[config.mk]
export PLATFORM = sky130hd
export DESIGN_NAME = pmr_power_reset_ctrl
export DESIGN_NICKNAME = d
export VERILOG_FILES = /design/src/core/pmr_pkg.sv /design/src/core/pmr_kill_seq.sv /design/src/core/pmr_glitch_filter.sv /design/src/core/pmr_power_reset_ctrl.sv
export VERILOG_INCLUDE_DIRS = /design/src /design/src/core
export SDC_FILE = /design/constraint.sdc
export NUM_CORES = 1
export LEC_CHECK = 0
export ABC_AREA = 1
export BUFFER_PORTS_ARGS = -buffer_cell sky130_fd_sc_hd__buf_2
export CAP_MARGIN = 5
export CORE_ASPECT_RATIO = 0.8
export CORE_UTILIZATION = 55
export CTS_CLUSTER_DIAMETER = 30
export DETAILED_ROUTE_END_ITERATION = 7
export PLACE_DENSITY = 0.87
export SETUP_SLACK_MARGIN = 0.02
export SYNTH_ARGS = -nofsm -noshare
export SYNTH_HDL_FRONTEND = slang
export SYNTH_SLANG_ARGS = --single-unit
[constraint.sdc]
create_clock -name pclk -period 4 [get_ports pclk]
set_input_delay 0.4 -clock pclk [delete_from_list [all_inputs] [get_ports pclk]]
set_output_delay 0.4 -clock pclk [all_outputs]
set_load 0.05 [all_outputs]
[src/core/pmr_regs.svh]
`ifndef PMR_REGS_SVH
`define PMR_REGS_SVH

// Register indices; byte address is four times the index
`define PMR_IDX_POWER_CONTROL_REG        8'h87
`define PMR_IDX_POR_KILL    8'hFD
`define PMR_IDX_LVR_KILL    8'hFF
`define PMR_IDX_SAG0        8'hA3
`define PMR_IDX_SAG1        8'hAB
`define PMR_IDX_CFG2        8'h90
`define PMR_IDX_CAUSE       8'h91
`define PMR_IDX_UNLOCK      8'hC7

// Field positions
`define PMR_POWER_CONTROL_REG_COLD       4
`define PMR_SAG0_EN         7
`define PMR_SAG0_THR_HI     6
`define PMR_SAG0_THR_LO     4
`define PMR_SAG0_FLAG       3
`define PMR_SAG0_RSTEN      2
`define PMR_SAG0_RSTF       1
`define PMR_SAG0_LIVE       0
`define PMR_SAG1_LP_HI      2
`define PMR_SAG1_LP_LO      1
`define PMR_SAG1_FLT        0
`define PMR_CFG_EN          7
`define PMR_CFG_THR_HI      6
`define PMR_CFG_THR_LO      4
`define PMR_CFG_RSTEN       2

// Reset values
`define PMR_POWER_CONTROL_REG_RST        8'h10
`define PMR_CFG2_RST        8'hFF
`define PMR_SAG1_RST        8'h01
`define PMR_RESET_VECTOR    16'h0000

// Key values
`define PMR_KILL_KEY1       8'h5A
`define PMR_KILL_KEY2       8'hA5
`define PMR_UNLOCK_KEY1     8'hAA
`define PMR_UNLOCK_KEY2     8'h55

// Timing
`define PMR_RST_HOLD_CYC    16
`define PMR_SETTLE_TICKS    3
`define PMR_FLT_FAST_CYC    32
`define PMR_FLT_SLOW_TICKS  2
`define PMR_SLOW_OSC_HZ     10000
`define PMR_LP1_PERIOD_US   1600
`define PMR_LP2_PERIOD_US   6400
`define PMR_LP3_PERIOD_US   25600

`endif

[src/core/pmr_pkg.sv]
package pmr_pkg;

  typedef enum logic [1:0] {
    PMR_ST_COLD = 2'b00,
    PMR_ST_RUN  = 2'b01,
    PMR_ST_WARM = 2'b11
  } pmr_state_t;

  typedef struct packed {
    pmr_state_t  st;
    logic [7:0]  hold;
    logic [7:0]  power_control_reg;
    logic [7:0]  cfg;
    logic        sag_en;
    logic [2:0]  sag_thr;
    logic        sag_flag;
    logic        sag_rsten;
    logic        sag_rstf;
    logic [1:0]  lp_sel;
    logic        flt_en;
    logic [2:0]  cause;
    logic        ta_stage;
    logic        ta_open;
    logic        live;
    logic        en_seen;
    logic [1:0]  settle;
    logic        settled;
    logic [8:0]  lp_cnt;
    logic        sample;
    logic        sense_on;
    logic        osc_en;
    logic [7:0]  rdata;
  } pmr_core_t;

  typedef struct packed {
    logic armed;
    logic killed;
  } pmr_kill_t;

  typedef struct packed {
    logic       out;
    logic [5:0] cnt;
  } pmr_flt_t;

endpackage

[src/core/pmr_kill_seq.sv]
`timescale 1ns/100ps
`include "pmr_regs.svh"

module pmr_kill_seq (
  input  wire logic       pclk,
  input  wire logic       presetn,
  input  wire logic       key_wr,
  input  wire logic       other_wr,
  input  wire logic [7:0] wdata,
  output logic            killed
);

  pmr_pkg::pmr_kill_t r;
  pmr_pkg::pmr_kill_t n;

  always_comb begin
    n = r;
    if (key_wr) begin
      n.armed = 1'b0;
      if (wdata == `PMR_KILL_KEY1) begin
        n.armed = 1'b1;
      end else if (r.armed && wdata == `PMR_KILL_KEY2) begin
        n.killed = 1'b1;
      end
    end else if (other_wr) begin
      // Any other accepted write between the keys, except to the unlock register, breaks the pair
      n.armed = 1'b0;
    end
  end

  always_ff @(posedge pclk or negedge presetn) begin
    if (!presetn) begin
      r <= '{armed: 1'b0, killed: 1'b0};
    end else begin
      r <= n;
    end
  end

  assign killed = r.killed;

endmodule // pmr_kill_seq

[src/core/pmr_glitch_filter.sv]
`timescale 1ns/100ps
`include "pmr_regs.svh"

module pmr_glitch_filter #(
  parameter int FAST_CYC   = `PMR_FLT_FAST_CYC,
  parameter int SLOW_TICKS = `PMR_FLT_SLOW_TICKS
) (
  input  wire logic pclk,
  input  wire logic presetn,
  input  wire logic din,
  input  wire logic enable,
  input  wire logic use_fast,
  input  wire logic slow_tick,
  output logic      dout
);

  pmr_pkg::pmr_flt_t r;
  pmr_pkg::pmr_flt_t n;
  logic              step;
  logic [5:0]        last;

  assign step = use_fast | slow_tick;
  assign last = use_fast ? 6'(FAST_CYC - 1) : 6'(SLOW_TICKS - 1);

  always_comb begin
    n = r;
    if (!enable) begin
      n.out = din;
      n.cnt = 6'h00;
    end else if (din == r.out) begin
      n.cnt = 6'h00;
    end else if (step) begin
      // Output follows only after the input held steady for the full count
      if (r.cnt >= last) begin
        n.out = din;
        n.cnt = 6'h00;
      end else begin
        n.cnt = r.cnt + 6'h01;
      end
    end
  end

  always_ff @(posedge pclk or negedge presetn) begin
    if (!presetn) begin
      r <= '{out: 1'b0, cnt: 6'h00};
    end else begin
      r <= n;
    end
  end

  assign dout = r.out;

endmodule // pmr_glitch_filter

[src/core/pmr_power_reset_ctrl.sv]
// Our own choice: the APB slave port.
`timescale 1ns/100ps
`include "pmr_regs.svh"

// Behaviour
// - Six reset sources return CPU to reset
// - Registers reset; sag control 1 and cause flags depend
// - Hold CPU while supply low; start at 0000H
// - Power-on completion sets cold-start flag
// - Cold flag survives warm resets; writable
// - 5A then A5 kills power-on detector
// - 5A then A5 kills low-voltage detector
// - Sag control 0 writes need open window
// - Eight thresholds, codes from config field
// - Software may change threshold select field
// - Ignore detector for 2-3 slow ticks
// - Drop without reset enable sets event flag
// - No re-set without a new crossing
// - Recovery above threshold also sets flag
// - Read-only live status at bit 0
// - Reset enable turns drop into reset
// - Sag reset sets flag; POR or write clears
// - Periodic sensing at 1.6, 6.4, 25.6 ms
// - Glitch filter on after POR; writable off
// - Config word: enable bit 7, reset bit 2
// - Event flag reset value from config, supply
// - Every reset reloads control 0 from config
// - Live status 1 only below, when enabled
// - Code 00 always on; else periodic modes
// - Filter 32 fast clocks or 2 slow ticks

module pmr_power_reset_ctrl #(
  parameter int ADDR_W   = 10,
  parameter int RST_HOLD = `PMR_RST_HOLD_CYC
) (
  input  wire logic              pclk,
  input  wire logic              presetn,
  input  wire logic              psel,
  input  wire logic              penable,
  input  wire logic              pwrite,
  input  wire logic [ADDR_W-1:0] paddr,
  input  wire logic [31:0]       pwdata,
  input  wire logic [3:0]        pstrb,
  output logic [31:0]            prdata,
  output logic                   pready,
  output logic                   pslverr,
  input  wire logic              por_supply_low,
  input  wire logic              lvr_supply_low,
  input  wire logic              ext_rst_req,
  input  wire logic              wdt_rst_req,
  input  wire logic              sw_rst_req,
  input  wire logic              supply_below,
  input  wire logic              slow_osc_tick,
  input  wire logic              sys_clk_fast_src,
  input  wire logic              power_down,
  output logic                   cpu_rst_n,
  output logic                   osc_start,
  output logic [15:0]            reset_vector,
  output logic                   sag_sense_on,
  output logic [2:0]             sag_threshold_select,
  output logic                   sag_irq_req,
  output logic                   por_circuit_off,
  output logic                   lvr_circuit_off
);

  localparam int LP1_TICKS = `PMR_LP1_PERIOD_US * `PMR_SLOW_OSC_HZ / 1000000;
  localparam int LP2_TICKS = `PMR_LP2_PERIOD_US * `PMR_SLOW_OSC_HZ / 1000000;
  localparam int LP3_TICKS = `PMR_LP3_PERIOD_US * `PMR_SLOW_OSC_HZ / 1000000;
  localparam logic [7:0] SAG1_RST = `PMR_SAG1_RST;
  localparam pmr_pkg::pmr_core_t CORE_RST = '{
    st:        pmr_pkg::PMR_ST_COLD,
    hold:      8'(RST_HOLD),
    power_control_reg:      `PMR_POWER_CONTROL_REG_RST,
    cfg:       `PMR_CFG2_RST,
    sag_en:    1'b0,
    sag_thr:   3'h0,
    sag_flag:  1'b0,
    sag_rsten: 1'b0,
    sag_rstf:  1'b0,
    lp_sel:    2'h0,
    flt_en:    1'b1,
    cause:     3'h0,
    ta_stage:  1'b0,
    ta_open:   1'b0,
    live:      1'b0,
    en_seen:   1'b0,
    settle:    2'h0,
    settled:   1'b0,
    lp_cnt:    9'h000,
    sample:    1'b0,
    sense_on:  1'b0,
    osc_en:    1'b0,
    rdata:     8'h00
  };

  function automatic logic pmr_mapped(input logic [7:0] idx);
    pmr_mapped = (idx == `PMR_IDX_POWER_CONTROL_REG)     || (idx == `PMR_IDX_POR_KILL) ||
                 (idx == `PMR_IDX_LVR_KILL) || (idx == `PMR_IDX_SAG0)     ||
                 (idx == `PMR_IDX_SAG1)     || (idx == `PMR_IDX_CFG2)     ||
                 (idx == `PMR_IDX_CAUSE)    || (idx == `PMR_IDX_UNLOCK);
  endfunction

  function automatic logic pmr_protected(input logic [7:0] idx);
    pmr_protected = (idx == `PMR_IDX_POR_KILL) || (idx == `PMR_IDX_LVR_KILL) ||
                    (idx == `PMR_IDX_SAG0)     || (idx == `PMR_IDX_SAG1)     ||
                    (idx == `PMR_IDX_CFG2);
  endfunction

  function automatic logic [8:0] pmr_lp_last(input logic [1:0] sel);
    unique case (sel)
      2'b01:   pmr_lp_last = 9'(LP1_TICKS - 1);
      2'b10:   pmr_lp_last = 9'(LP2_TICKS - 1);
      2'b11:   pmr_lp_last = 9'(LP3_TICKS - 1);
      2'b00:   pmr_lp_last = 9'h000;
    endcase
  endfunction

  pmr_pkg::pmr_core_t r;
  pmr_pkg::pmr_core_t n;
  logic [7:0] idx;
  logic [7:0] wdata;
  logic       access;
  logic       hit;
  logic       wr;
  logic       wr_ok;
  logic       other_wr;
  logic       por_killed;
  logic       lvr_killed;
  logic       filt_below;
  logic       cold_src;
  logic       warm_src;
  logic       valid;
  logic       live_n;
  logic       drop;
  logic       rec;
  logic       use_fast;

  assign idx    = paddr[9:2];
  assign wdata  = pwdata[7:0];
  assign access = psel & penable;
  assign hit    = (paddr[1:0] == 2'b00) & pmr_mapped(idx);
  assign wr     = access & pwrite & hit & pstrb[0];
  assign wr_ok  = wr & (~pmr_protected(idx) | r.ta_open);
  assign other_wr = wr_ok & (idx != `PMR_IDX_UNLOCK);

  pmr_kill_seq u_por_kill (
    .pclk     (pclk),
    .presetn  (presetn),
    .key_wr   (wr_ok & (idx == `PMR_IDX_POR_KILL)),
    .other_wr (other_wr & (idx != `PMR_IDX_POR_KILL)),
    .wdata    (wdata),
    .killed   (por_killed)
  );

  pmr_kill_seq u_lvr_kill (
    .pclk     (pclk),
    .presetn  (presetn),
    .key_wr   (wr_ok & (idx == `PMR_IDX_LVR_KILL)),
    .other_wr (other_wr & (idx != `PMR_IDX_LVR_KILL)),
    .wdata    (wdata),
    .killed   (lvr_killed)
  );

  // Fast count only in always-on mode on a fast clock
  assign use_fast = sys_clk_fast_src & ~power_down & (r.lp_sel == 2'b00);
  // Filter steered by its enable bit
  pmr_glitch_filter u_filter (
    .pclk      (pclk),
    .presetn   (presetn),
    .din       (r.sample),
    .enable    (r.flt_en),
    .use_fast  (use_fast),
    .slow_tick (slow_osc_tick),
    .dout      (filt_below)
  );

  assign valid  = r.sag_en & r.settled;
  assign live_n = valid & filt_below;
  assign drop   = live_n & ~r.live;
  assign rec    = ~live_n & r.live & valid;

  // Supply low holds power-on class reset
  assign cold_src = (por_supply_low & ~por_killed) | (lvr_supply_low & ~lvr_killed);
  // Warm sources, sag held while below
  assign warm_src = ext_rst_req | wdt_rst_req | sw_rst_req | (drop & r.sag_rsten) |
                    (r.live & r.sag_rsten);

  always_comb begin
    n = r;
    n.osc_en = (r.st == pmr_pkg::PMR_ST_RUN);

    // Read data is latched in the setup phase
    if (psel && !penable) begin
      n.rdata = 8'h00;
      if (hit) begin
        unique case (idx)
          `PMR_IDX_POWER_CONTROL_REG:   n.rdata = r.power_control_reg;
          `PMR_IDX_SAG0:   n.rdata = {r.sag_en, r.sag_thr, r.sag_flag, r.sag_rsten,
                                      r.sag_rstf, r.live};
          `PMR_IDX_SAG1:   n.rdata = {5'h00, r.lp_sel, r.flt_en};
          `PMR_IDX_CFG2:   n.rdata = r.cfg;
          `PMR_IDX_CAUSE:  n.rdata = {5'h00, r.cause};
          `PMR_IDX_UNLOCK: n.rdata = {7'h00, r.ta_open};
          default:         n.rdata = 8'h00;
        endcase
      end
    end

    if (wr && idx == `PMR_IDX_UNLOCK) begin
      n.ta_stage = (wdata == `PMR_UNLOCK_KEY1);
      if (r.ta_stage && wdata == `PMR_UNLOCK_KEY2) begin
        n.ta_open = 1'b1;
      end
    end
    if (wr && pmr_protected(idx)) begin
      n.ta_open  = 1'b0;
      n.ta_stage = 1'b0;
    end

    if (wr_ok) begin
      unique case (idx)
        // Software may clear the cold flag
        `PMR_IDX_POWER_CONTROL_REG: n.power_control_reg = wdata;
        `PMR_IDX_SAG0: begin
          n.sag_en    = wdata[`PMR_SAG0_EN];
          n.sag_thr   = wdata[`PMR_SAG0_THR_HI:`PMR_SAG0_THR_LO];
          n.sag_flag  = wdata[`PMR_SAG0_FLAG];
          n.sag_rsten = wdata[`PMR_SAG0_RSTEN];
          n.sag_rstf  = wdata[`PMR_SAG0_RSTF];
        end
        `PMR_IDX_SAG1: begin
          n.lp_sel = wdata[`PMR_SAG1_LP_HI:`PMR_SAG1_LP_LO];
          n.flt_en = wdata[`PMR_SAG1_FLT];
        end
        `PMR_IDX_CFG2:  n.cfg   = wdata;
        `PMR_IDX_CAUSE: n.cause = wdata[2:0];
        default: ;
      endcase
    end

    // Reset sequencing
    unique case (r.st)
      pmr_pkg::PMR_ST_RUN: begin
        if (warm_src) begin
          n.st   = pmr_pkg::PMR_ST_WARM;
          n.hold = 8'(RST_HOLD);
        end
      end
      pmr_pkg::PMR_ST_COLD, pmr_pkg::PMR_ST_WARM: begin
        if (warm_src) begin
          n.hold = 8'(RST_HOLD);
        end else if (r.hold == 8'h00) begin
          n.st = pmr_pkg::PMR_ST_RUN;
        end else begin
          n.hold = r.hold - 8'h01;
        end
      end
      default: n.st = pmr_pkg::PMR_ST_COLD;
    endcase
    if (cold_src) begin
      n.st   = pmr_pkg::PMR_ST_COLD;
      n.hold = 8'(RST_HOLD);
    end

    // Detector settle after enable
    n.en_seen = r.sag_en;
    if (!r.sag_en || !r.en_seen) begin
      n.settle  = 2'h0;
      n.settled = 1'b0;
    end else if (slow_osc_tick && !r.settled) begin
      // Wait for the third slow tick
      if (r.settle == 2'(`PMR_SETTLE_TICKS - 1)) begin
        n.settled = 1'b1;
      end else begin
        n.settle = r.settle + 2'h1;
      end
    end

    if (r.lp_sel == 2'b00) begin
      n.sample   = supply_below;
      n.sense_on = r.sag_en;
      n.lp_cnt   = 9'h000;
    end else if (slow_osc_tick) begin
      // Powered one slow tick per period
      if (r.sense_on) begin
        n.sample = supply_below;
      end
      if (r.lp_cnt >= pmr_lp_last(r.lp_sel)) begin
        n.lp_cnt   = 9'h000;
        n.sense_on = r.sag_en;
      end else begin
        n.lp_cnt   = r.lp_cnt + 9'h001;
        n.sense_on = 1'b0;
      end
    end

    n.live = live_n;
    if (cold_src || r.st != pmr_pkg::PMR_ST_RUN || warm_src) begin
      n.power_control_reg     = r.power_control_reg & `PMR_POWER_CONTROL_REG_RST;
      n.ta_open  = 1'b0;
      n.ta_stage = 1'b0;
      n.sag_en    = r.cfg[`PMR_CFG_EN];
      n.sag_thr   = r.cfg[`PMR_CFG_THR_HI:`PMR_CFG_THR_LO];
      n.sag_rsten = r.cfg[`PMR_CFG_RSTEN];
      // Flag reset value from config and supply
      n.sag_flag  = r.cfg[`PMR_CFG_EN] & ~r.cfg[`PMR_CFG_RSTEN] & supply_below;
      n.cause = n.cause | {sw_rst_req, wdt_rst_req, ext_rst_req};
    end
    if (cold_src || r.st == pmr_pkg::PMR_ST_COLD) begin
      n.power_control_reg     = `PMR_POWER_CONTROL_REG_RST;
      n.lp_sel   = SAG1_RST[`PMR_SAG1_LP_HI:`PMR_SAG1_LP_LO];
      n.flt_en   = SAG1_RST[`PMR_SAG1_FLT];
      n.cause    = 3'h0;
      n.sag_rstf = 1'b0;
    end

    // Unless reset enable turns it to reset
    if ((drop && !r.sag_rsten) || rec) begin
      n.sag_flag = 1'b1;
    end
    // Sag reset flag, set wins over clear except against a power-on class source
    if (drop && r.sag_rsten && !cold_src) begin
      n.sag_rstf = 1'b1;
    end
  end

  always_ff @(posedge pclk or negedge presetn) begin
    if (!presetn) begin
      r <= CORE_RST;
    end else begin
      r <= n;
    end
  end

  assign prdata  = {24'h000000, r.rdata};
  assign pready  = 1'b1;
  assign pslverr = access & ~hit;

  // CPU released only in run state
  assign cpu_rst_n    = (r.st == pmr_pkg::PMR_ST_RUN);
  assign osc_start    = r.osc_en;
  assign reset_vector = `PMR_RESET_VECTOR;
  assign sag_sense_on = r.sense_on;
  assign sag_threshold_select = r.sag_thr;
  assign sag_irq_req  = r.sag_flag;
  assign por_circuit_off = por_killed;
  assign lvr_circuit_off = lvr_killed;

endmodule // pmr_power_reset_ctrl

**Yosys cells after proc, flatten, opt, wreduce, memory -nomap -nowiden**

Cells that the tools add are included.
W data, S select, Z words.

- ROM bits: 0
- Bits in latches: 0
- Bits in registers: 77
- Memory bits (writable): 0
- Memories: 0

- Reductions and logical operators: 73
- Shift-type cells: 0
- Divide/modulo/power cells: 0
- Add/sub/neg operators: 4
- Bitwise logic cells: 42
- Eq/ne operators: 33
- Muxes and demuxes: 50
- Order comparisons: 2
- Multiply operators: 0

Operators by type and width:

| kind | number |
|---|---|
| $eq A8 B8 Y1 const B | 10 |
| $mux W8 | 7 |
| $pmux W8 S6 | 1 |
| $mux W29 | 1 |
| $mux W7 | 4 |
| $mux W9 | 3 |
| $pmux W9 S3 | 1 |
| $reduce_bool A3 Y1 | 9 |
| $and A1 B1 Y1 | 25 |
| $ne A8 B8 Y1 const B | 3 |
| $mux W11 | 2 |
| $reduce_bool A2 Y1 | 11 |
| $mux W10 | 2 |
| $reduce_and A2 Y1 | 10 |
| $mux W6 | 3 |
| $reduce_and A3 Y1 | 6 |
| $eq A8 B7 Y1 const B | 2 |
| $logic_or A1 B1 Y1 | 16 |
| $pmux W8 S2 | 1 |
| $mux W1 | 13 |
| $mux W3 | 4 |
| $logic_and A1 B1 Y1 | 10 |
| $mux W2 | 5 |
| $mux W5 | 2 |
| other kinds (22) | 53 |

**Longest topological paths before layout**

- Depth in word-level cells: 17
- Gate-level depth with buffers: 14

**Cells and area by module**

From an unflattened synthesis, not the netlist that was laid out.

- Cells, all modules: 697
- Area total of the unflattened synthesis: 5161.2 um^2

Modules (own cells, without submodules):

| module | area an instance (um^2) | times used | cells an instance | seq. area each (um^2) |
|---|---|---|---|---|
| pmr_power_reset_ctrl | 4330.4 | 1 | 566 | 1665.3 |
| pmr_glitch_filter | 538.0 | 1 | 79 | 175.2 |
| pmr_kill_seq | 146.4 | 2 | 26 | 50.0 |

**Worst setup path before layout**

Ideal clock, no wire load.

- Kind: input to output
- Start: in paddr[4]
- End: out pslverr
- Buffers on the path: 0
- Stages on the path: 10
- Required time: 3.600 ns
- Slack: 1.778 ns
- Arrival: 1.822 ns
- Cell sequence: inv_1 -> nand2_1 -> nor2_1 -> nand2_1 -> nand2_1 -> nor2_1 -> nand3_2 -> nand2_1 -> inv_1 -> nor2_1

- Cells in the longest elaborated chain, start to end: 11

RTL lines:

| item | RTL line | RTL |
|---|---|---|
| start, declared | pmr_power_reset_ctrl.sv:41 | `input wire logic [ADDR_W-1:0] paddr,` |
| $eq A8 B8 Y1 | - |  |
| $logic_or A1 B1 Y1 (6 in series) | pmr_power_reset_ctrl.sv:97 | `` pmr_mapped = (idx == `PMR_IDX_POWER_CONTROL_REG) \|\| (idx == `PMR_IDX_POR_KILL) \|\| `` |
| $logic_or A1 B1 Y1 (*) | pmr_power_reset_ctrl.sv:97 |  |
| $and A1 B1 Y1 (*) | pmr_power_reset_ctrl.sv:141 | `assign hit = (paddr[1:0] == 2'b00) & pmr_mapped(idx);` |
| $not A1 Y1 (*) | pmr_power_reset_ctrl.sv:337 | `assign pslverr = access & ~hit;` |
| $and A1 B1 Y1 (*) | pmr_power_reset_ctrl.sv:337 |  |
| end, declared | pmr_power_reset_ctrl.sv:46 | `output logic pslverr,` |

Mark *: on every way between the ends. The rest lies on a longest branch, timed or not.

**Worst setup path after layout**

- Start: reg r[32] (netlist name)
- End: reg u_filter.r, in the netlist u_filter.dout

- Cells in the longest elaborated chain, start to end: 6

RTL lines:

| item | RTL line | RTL |
|---|---|---|
| start, declared | pmr_power_reset_ctrl.sv:118 | `pmr_pkg::pmr_core_t r;` |
| start signal, assigned | pmr_power_reset_ctrl.sv:331 | `r <= n;` |
| $logic_not A2 Y1 (*) | pmr_power_reset_ctrl.sv:165 | `assign use_fast = sys_clk_fast_src & ~power_down & (r.lp_sel == 2'b00);` |
| $and A1 B1 Y1 (*) | pmr_power_reset_ctrl.sv:165 |  |
| $mux W5 | pmr_glitch_filter.sv:23 | `assign last = use_fast ? 6'(FAST_CYC - 1) : 6'(SLOW_TICKS - 1);` |
| $ge A6 B6 Y1 | pmr_glitch_filter.sv:34 | `if (r.cnt >= last) begin` |
| $ne A2 B1 Y1 (no line) | - |  |
| $reduce_and A3 Y1 (no line) (*) | - |  |
| end signal, assigned | pmr_glitch_filter.sv:45 | `r <= '{out: 1'b0, cnt: 6'h00};` |
| end signal, assigned | pmr_glitch_filter.sv:47 | `r <= n;` |
| end, declared | pmr_glitch_filter.sv:17 | `pmr_pkg::pmr_flt_t r;` |

Marks and branches as above.
A chain may end at the register's enable or synchronous reset.

==> run summary <==
Via count: 4,212
Number of global-route vias before repair: 3,863
Filler cells: 712
Static leakage: 2.66 nW
GR Util met3: 5.34%
CP max FO: 5
Most used DFF post-synth: dfrtp_1
Max-slew headroom: 37.2%
Die height: 86.2 um
Max clock buf depth: 2
Design Power: 1.76 mW
Synth Area in Compound Gates: 10.4%
Clock period minus final worst setup slack: 2630 ps
Worst-Skew Late Latency: 360 ps
GR peak layer: met2
Final core utilization: 60.7%
FP Rows: 30
Asr flop ratio synth: 100%
Setup TNS: 0 ps
Final setup violation count: 0
Final nets: 754
CTS root buf: clkbuf_8
Core Area: 8520 sq um
CP Class: reg2reg
Synth area leader: dfrtp_1
Crit path DAT: 2910 ps
Hpwl dp: 7.94 mm
Post-synth top area share: 33.9%
Synth top area cells: dfrtp_1 34%, nand2_1 10%, buf_4 8.0%
Power density over cell area: 340 nW/um^2
Post-route ant nets: 0
Mapped Area: 4870 sq um
PortBufs: 50
Yosys warns: 0
Die width: 107 um
Worst Tran Pin Value: 942 ps
Clock Pin Slew Worst Setup and Hold Paths: 80 ps
Area of the die: 9240 sq um
Synth Instances: 634
RSZ-0062 raised after global routing: false
Final wirelength: 10.7 mm
Total Routing Usage GR: 24.6%
DR WL/cell: 13.5 um
Post-synth EDFFs: 0
Post-synthesis adder-cell area fraction: 4.36%
Met1 Resource Use GR: 33.4%
Synthesized area per cell: 7.69 sq um
Crit share post-route: 65.8%
CTS H-tree lvls: 3
Final Hold Viols: 0
Final hold slack: 179 ps
Post-synthesis cell type count: 43
Layout Skew: 9.46 ps
Global-route wire length before repair: 17.8 mm
F_max: 0.380 GHz
Share of cells above drive strength 1: 16.7%
Post-cts sizing count: 0
First drt pass iteration count: 6
Hold WC Path Type: in2async
Max_cap viols: 0
Postcts setup bufs: 0
CP Capture Type: register
# IOs: 119
Outcome: completed
Max-slew violations: 0
Area grow syn2layout: 6.14%
Met2 Use GR: 39.1%
Xor/xnor cell area share of the yosys netlist: 2.88%
Antenna violations before repair: 0
Fraction of the mapped netlist area in simple logic gates: 26.9%
Remaining global-route overflow: 0
Routability Congestion: 0.899
Initial Util: 57.2%
Yosys reg bits: 77
Iteration-0 DRC count of the detailed router: 373
Pin count of the biggest net entering global routing: 78
CTS buffer count: 9
Vias per cell: 5.30
TritonCTS clock tree: done
CTS Hold Bufs: 0
Main combinational cell family by area after synthesis: simple AND/OR/NAND/NOR gates
CP Launch Type: register
ANT cells: 0
VDD IR max: 0.155 mV
Sink Count: 77
Post-synthesis mux area share: 0%
CP Data Required Time: 4280 ps
DRC: 0
Register area share after synthesis: 39.8%
-- power by group --
part	switching, mW	internal, mW	total [mW]
clock network	0.286	0.288	0.574
logic	0.260	0.0926	0.353
registers	0.0268	0.806	0.833
-- area by class of cell --
class                           count  area, sq um  share of cell area [%]
Sequential cell                    77         1940                    37.5
Tap cell                          112          140                    2.71
Timing Repair Buffer               50          253                    4.89
Clock inverter                      3         40.0                   0.774
Clock buffer                       13          139                    2.69
Inverter                           89          334                    6.46
Multi-Input combinational cell    450         2330                    45.0
-- through the flow --
stage / instances / worst slack (ps) / cell area, sq um
final: 794 / 1370 / 5170
after global placement: 778 / 1380 / 4990
after floorplan: 673 / 1780 / 5020
after detailed placement: 778 / 1300 / 4990
after CTS: 794 / 1410 / 5170
after global routing: 794 / 1120 / 5170
-- state kept, by name, summed over array words and instances, names as in the netlist --
name / flops
u_filter.r: 6
osc_start: 1
sag_threshold_select: 3
sag_sense_on: 1
sag_irq_req: 1
u_lvr_kill.r: 1
u_filter.dout: 1
prdata: 8
n: 1
r: 51
u_por_kill.killed: 1
u_por_kill.r: 1
u_lvr_kill.killed: 1
-- cells in the mapped netlist (2+ instances only) --
cell        n
nand2_4     2
nor2_4      3
o31ai_1     2
o221ai_1    2
nor4_1      5
o21ai_1    11
dfstp_2    11
nand4_1     8
o21ai_0    29
nor2_1     61
ha_1       17
nor3_1      9
nor2_2      5
o22ai_1     5
o21bai_1    2
buf_4      52
nand3_2     4
conb_1      2
nand3_1    44
xor2_1     12
o211ai_1    4
inv_2       8
dfrtp_1    66
inv_1      80
a21oi_1    20
buf_2       2
o21ai_2     7
nand2_1   135
xnor2_1     4
nand2_2     9
-- cells in the final DEF, fill, tap and decap left out, types with 2 or more instances in the layout --
cell type and instances:
clkbuf_1 4, clkinv_2 2, o21ai_2 7, nand2_1 135, o21bai_1 2, nand3_2 4, o22ai_1 5, nand4_1 8
xnor2_1 4, nor2_4 3, inv_1 80, clkbuf_8 9, nor2_2 5, ha_1 17, nand2_2 9, xor2_1 12
o211ai_1 4, inv_2 8, nor3_1 9, dfrtp_1 66, dfstp_2 11, o21ai_0 29, nand2_4 2, o31ai_1 2
buf_2 49, o21ai_1 11, o221ai_1 2, conb_1 41, nor4_1 5, nand3_1 44, nor2_1 61, a21oi_1 20
-- critical path: stages, from the launching register on --
cell and delay [ps]:
dfrtp_1 380, inv_1 140, nand2_1 130, nor3_1 230, inv_1 160, ha_1 310
nand2_1 70, inv_1 40, o21a_1 150, nor4_1 390, nand2_1 170, o21ai_0 170
nand2_1 130, o21ai_0 100
-- logic make-up after synthesis --
kind of cell,count (synthesis)
buffers and inverters,146
XOR/XNOR,16
AO/OA/AOI/OAI,87
AND/OR/NAND/NOR,289
flip-flops,77
other,2
adder cells (fa/ha/maj),17
-- worst paths after layout --
path | slack, ps | endpoint | cells after the start | start
hold / removal | 180 | prdata[4] | 1 | presetn
setup reg to reg | 1370 | u_filter.dout | 13 | r[32]
setup / recovery | 1370 | u_filter.dout | 13 | r[32]
max in group asynchronous | 3210 | r[14] | 1 | presetn
hold reg to reg | 480 | prdata[7] | 2 | prdata[7]
min in group pclk | 300 | r[51] | 3 | pwdata[3]
-- metal layers --
layer | wire length, um | part of all wire [%] | vias up
met5 | 0 | 0 | -
met4 | 224 | 2.1 | 0
met3 | 895 | 8.4 | 26
met2 | 4830 | 45 | 208
met1 | 4760 | 44 | 1950
li1 | - | - | 2028
No activity file was read; power rests on OpenSTA's default activity.
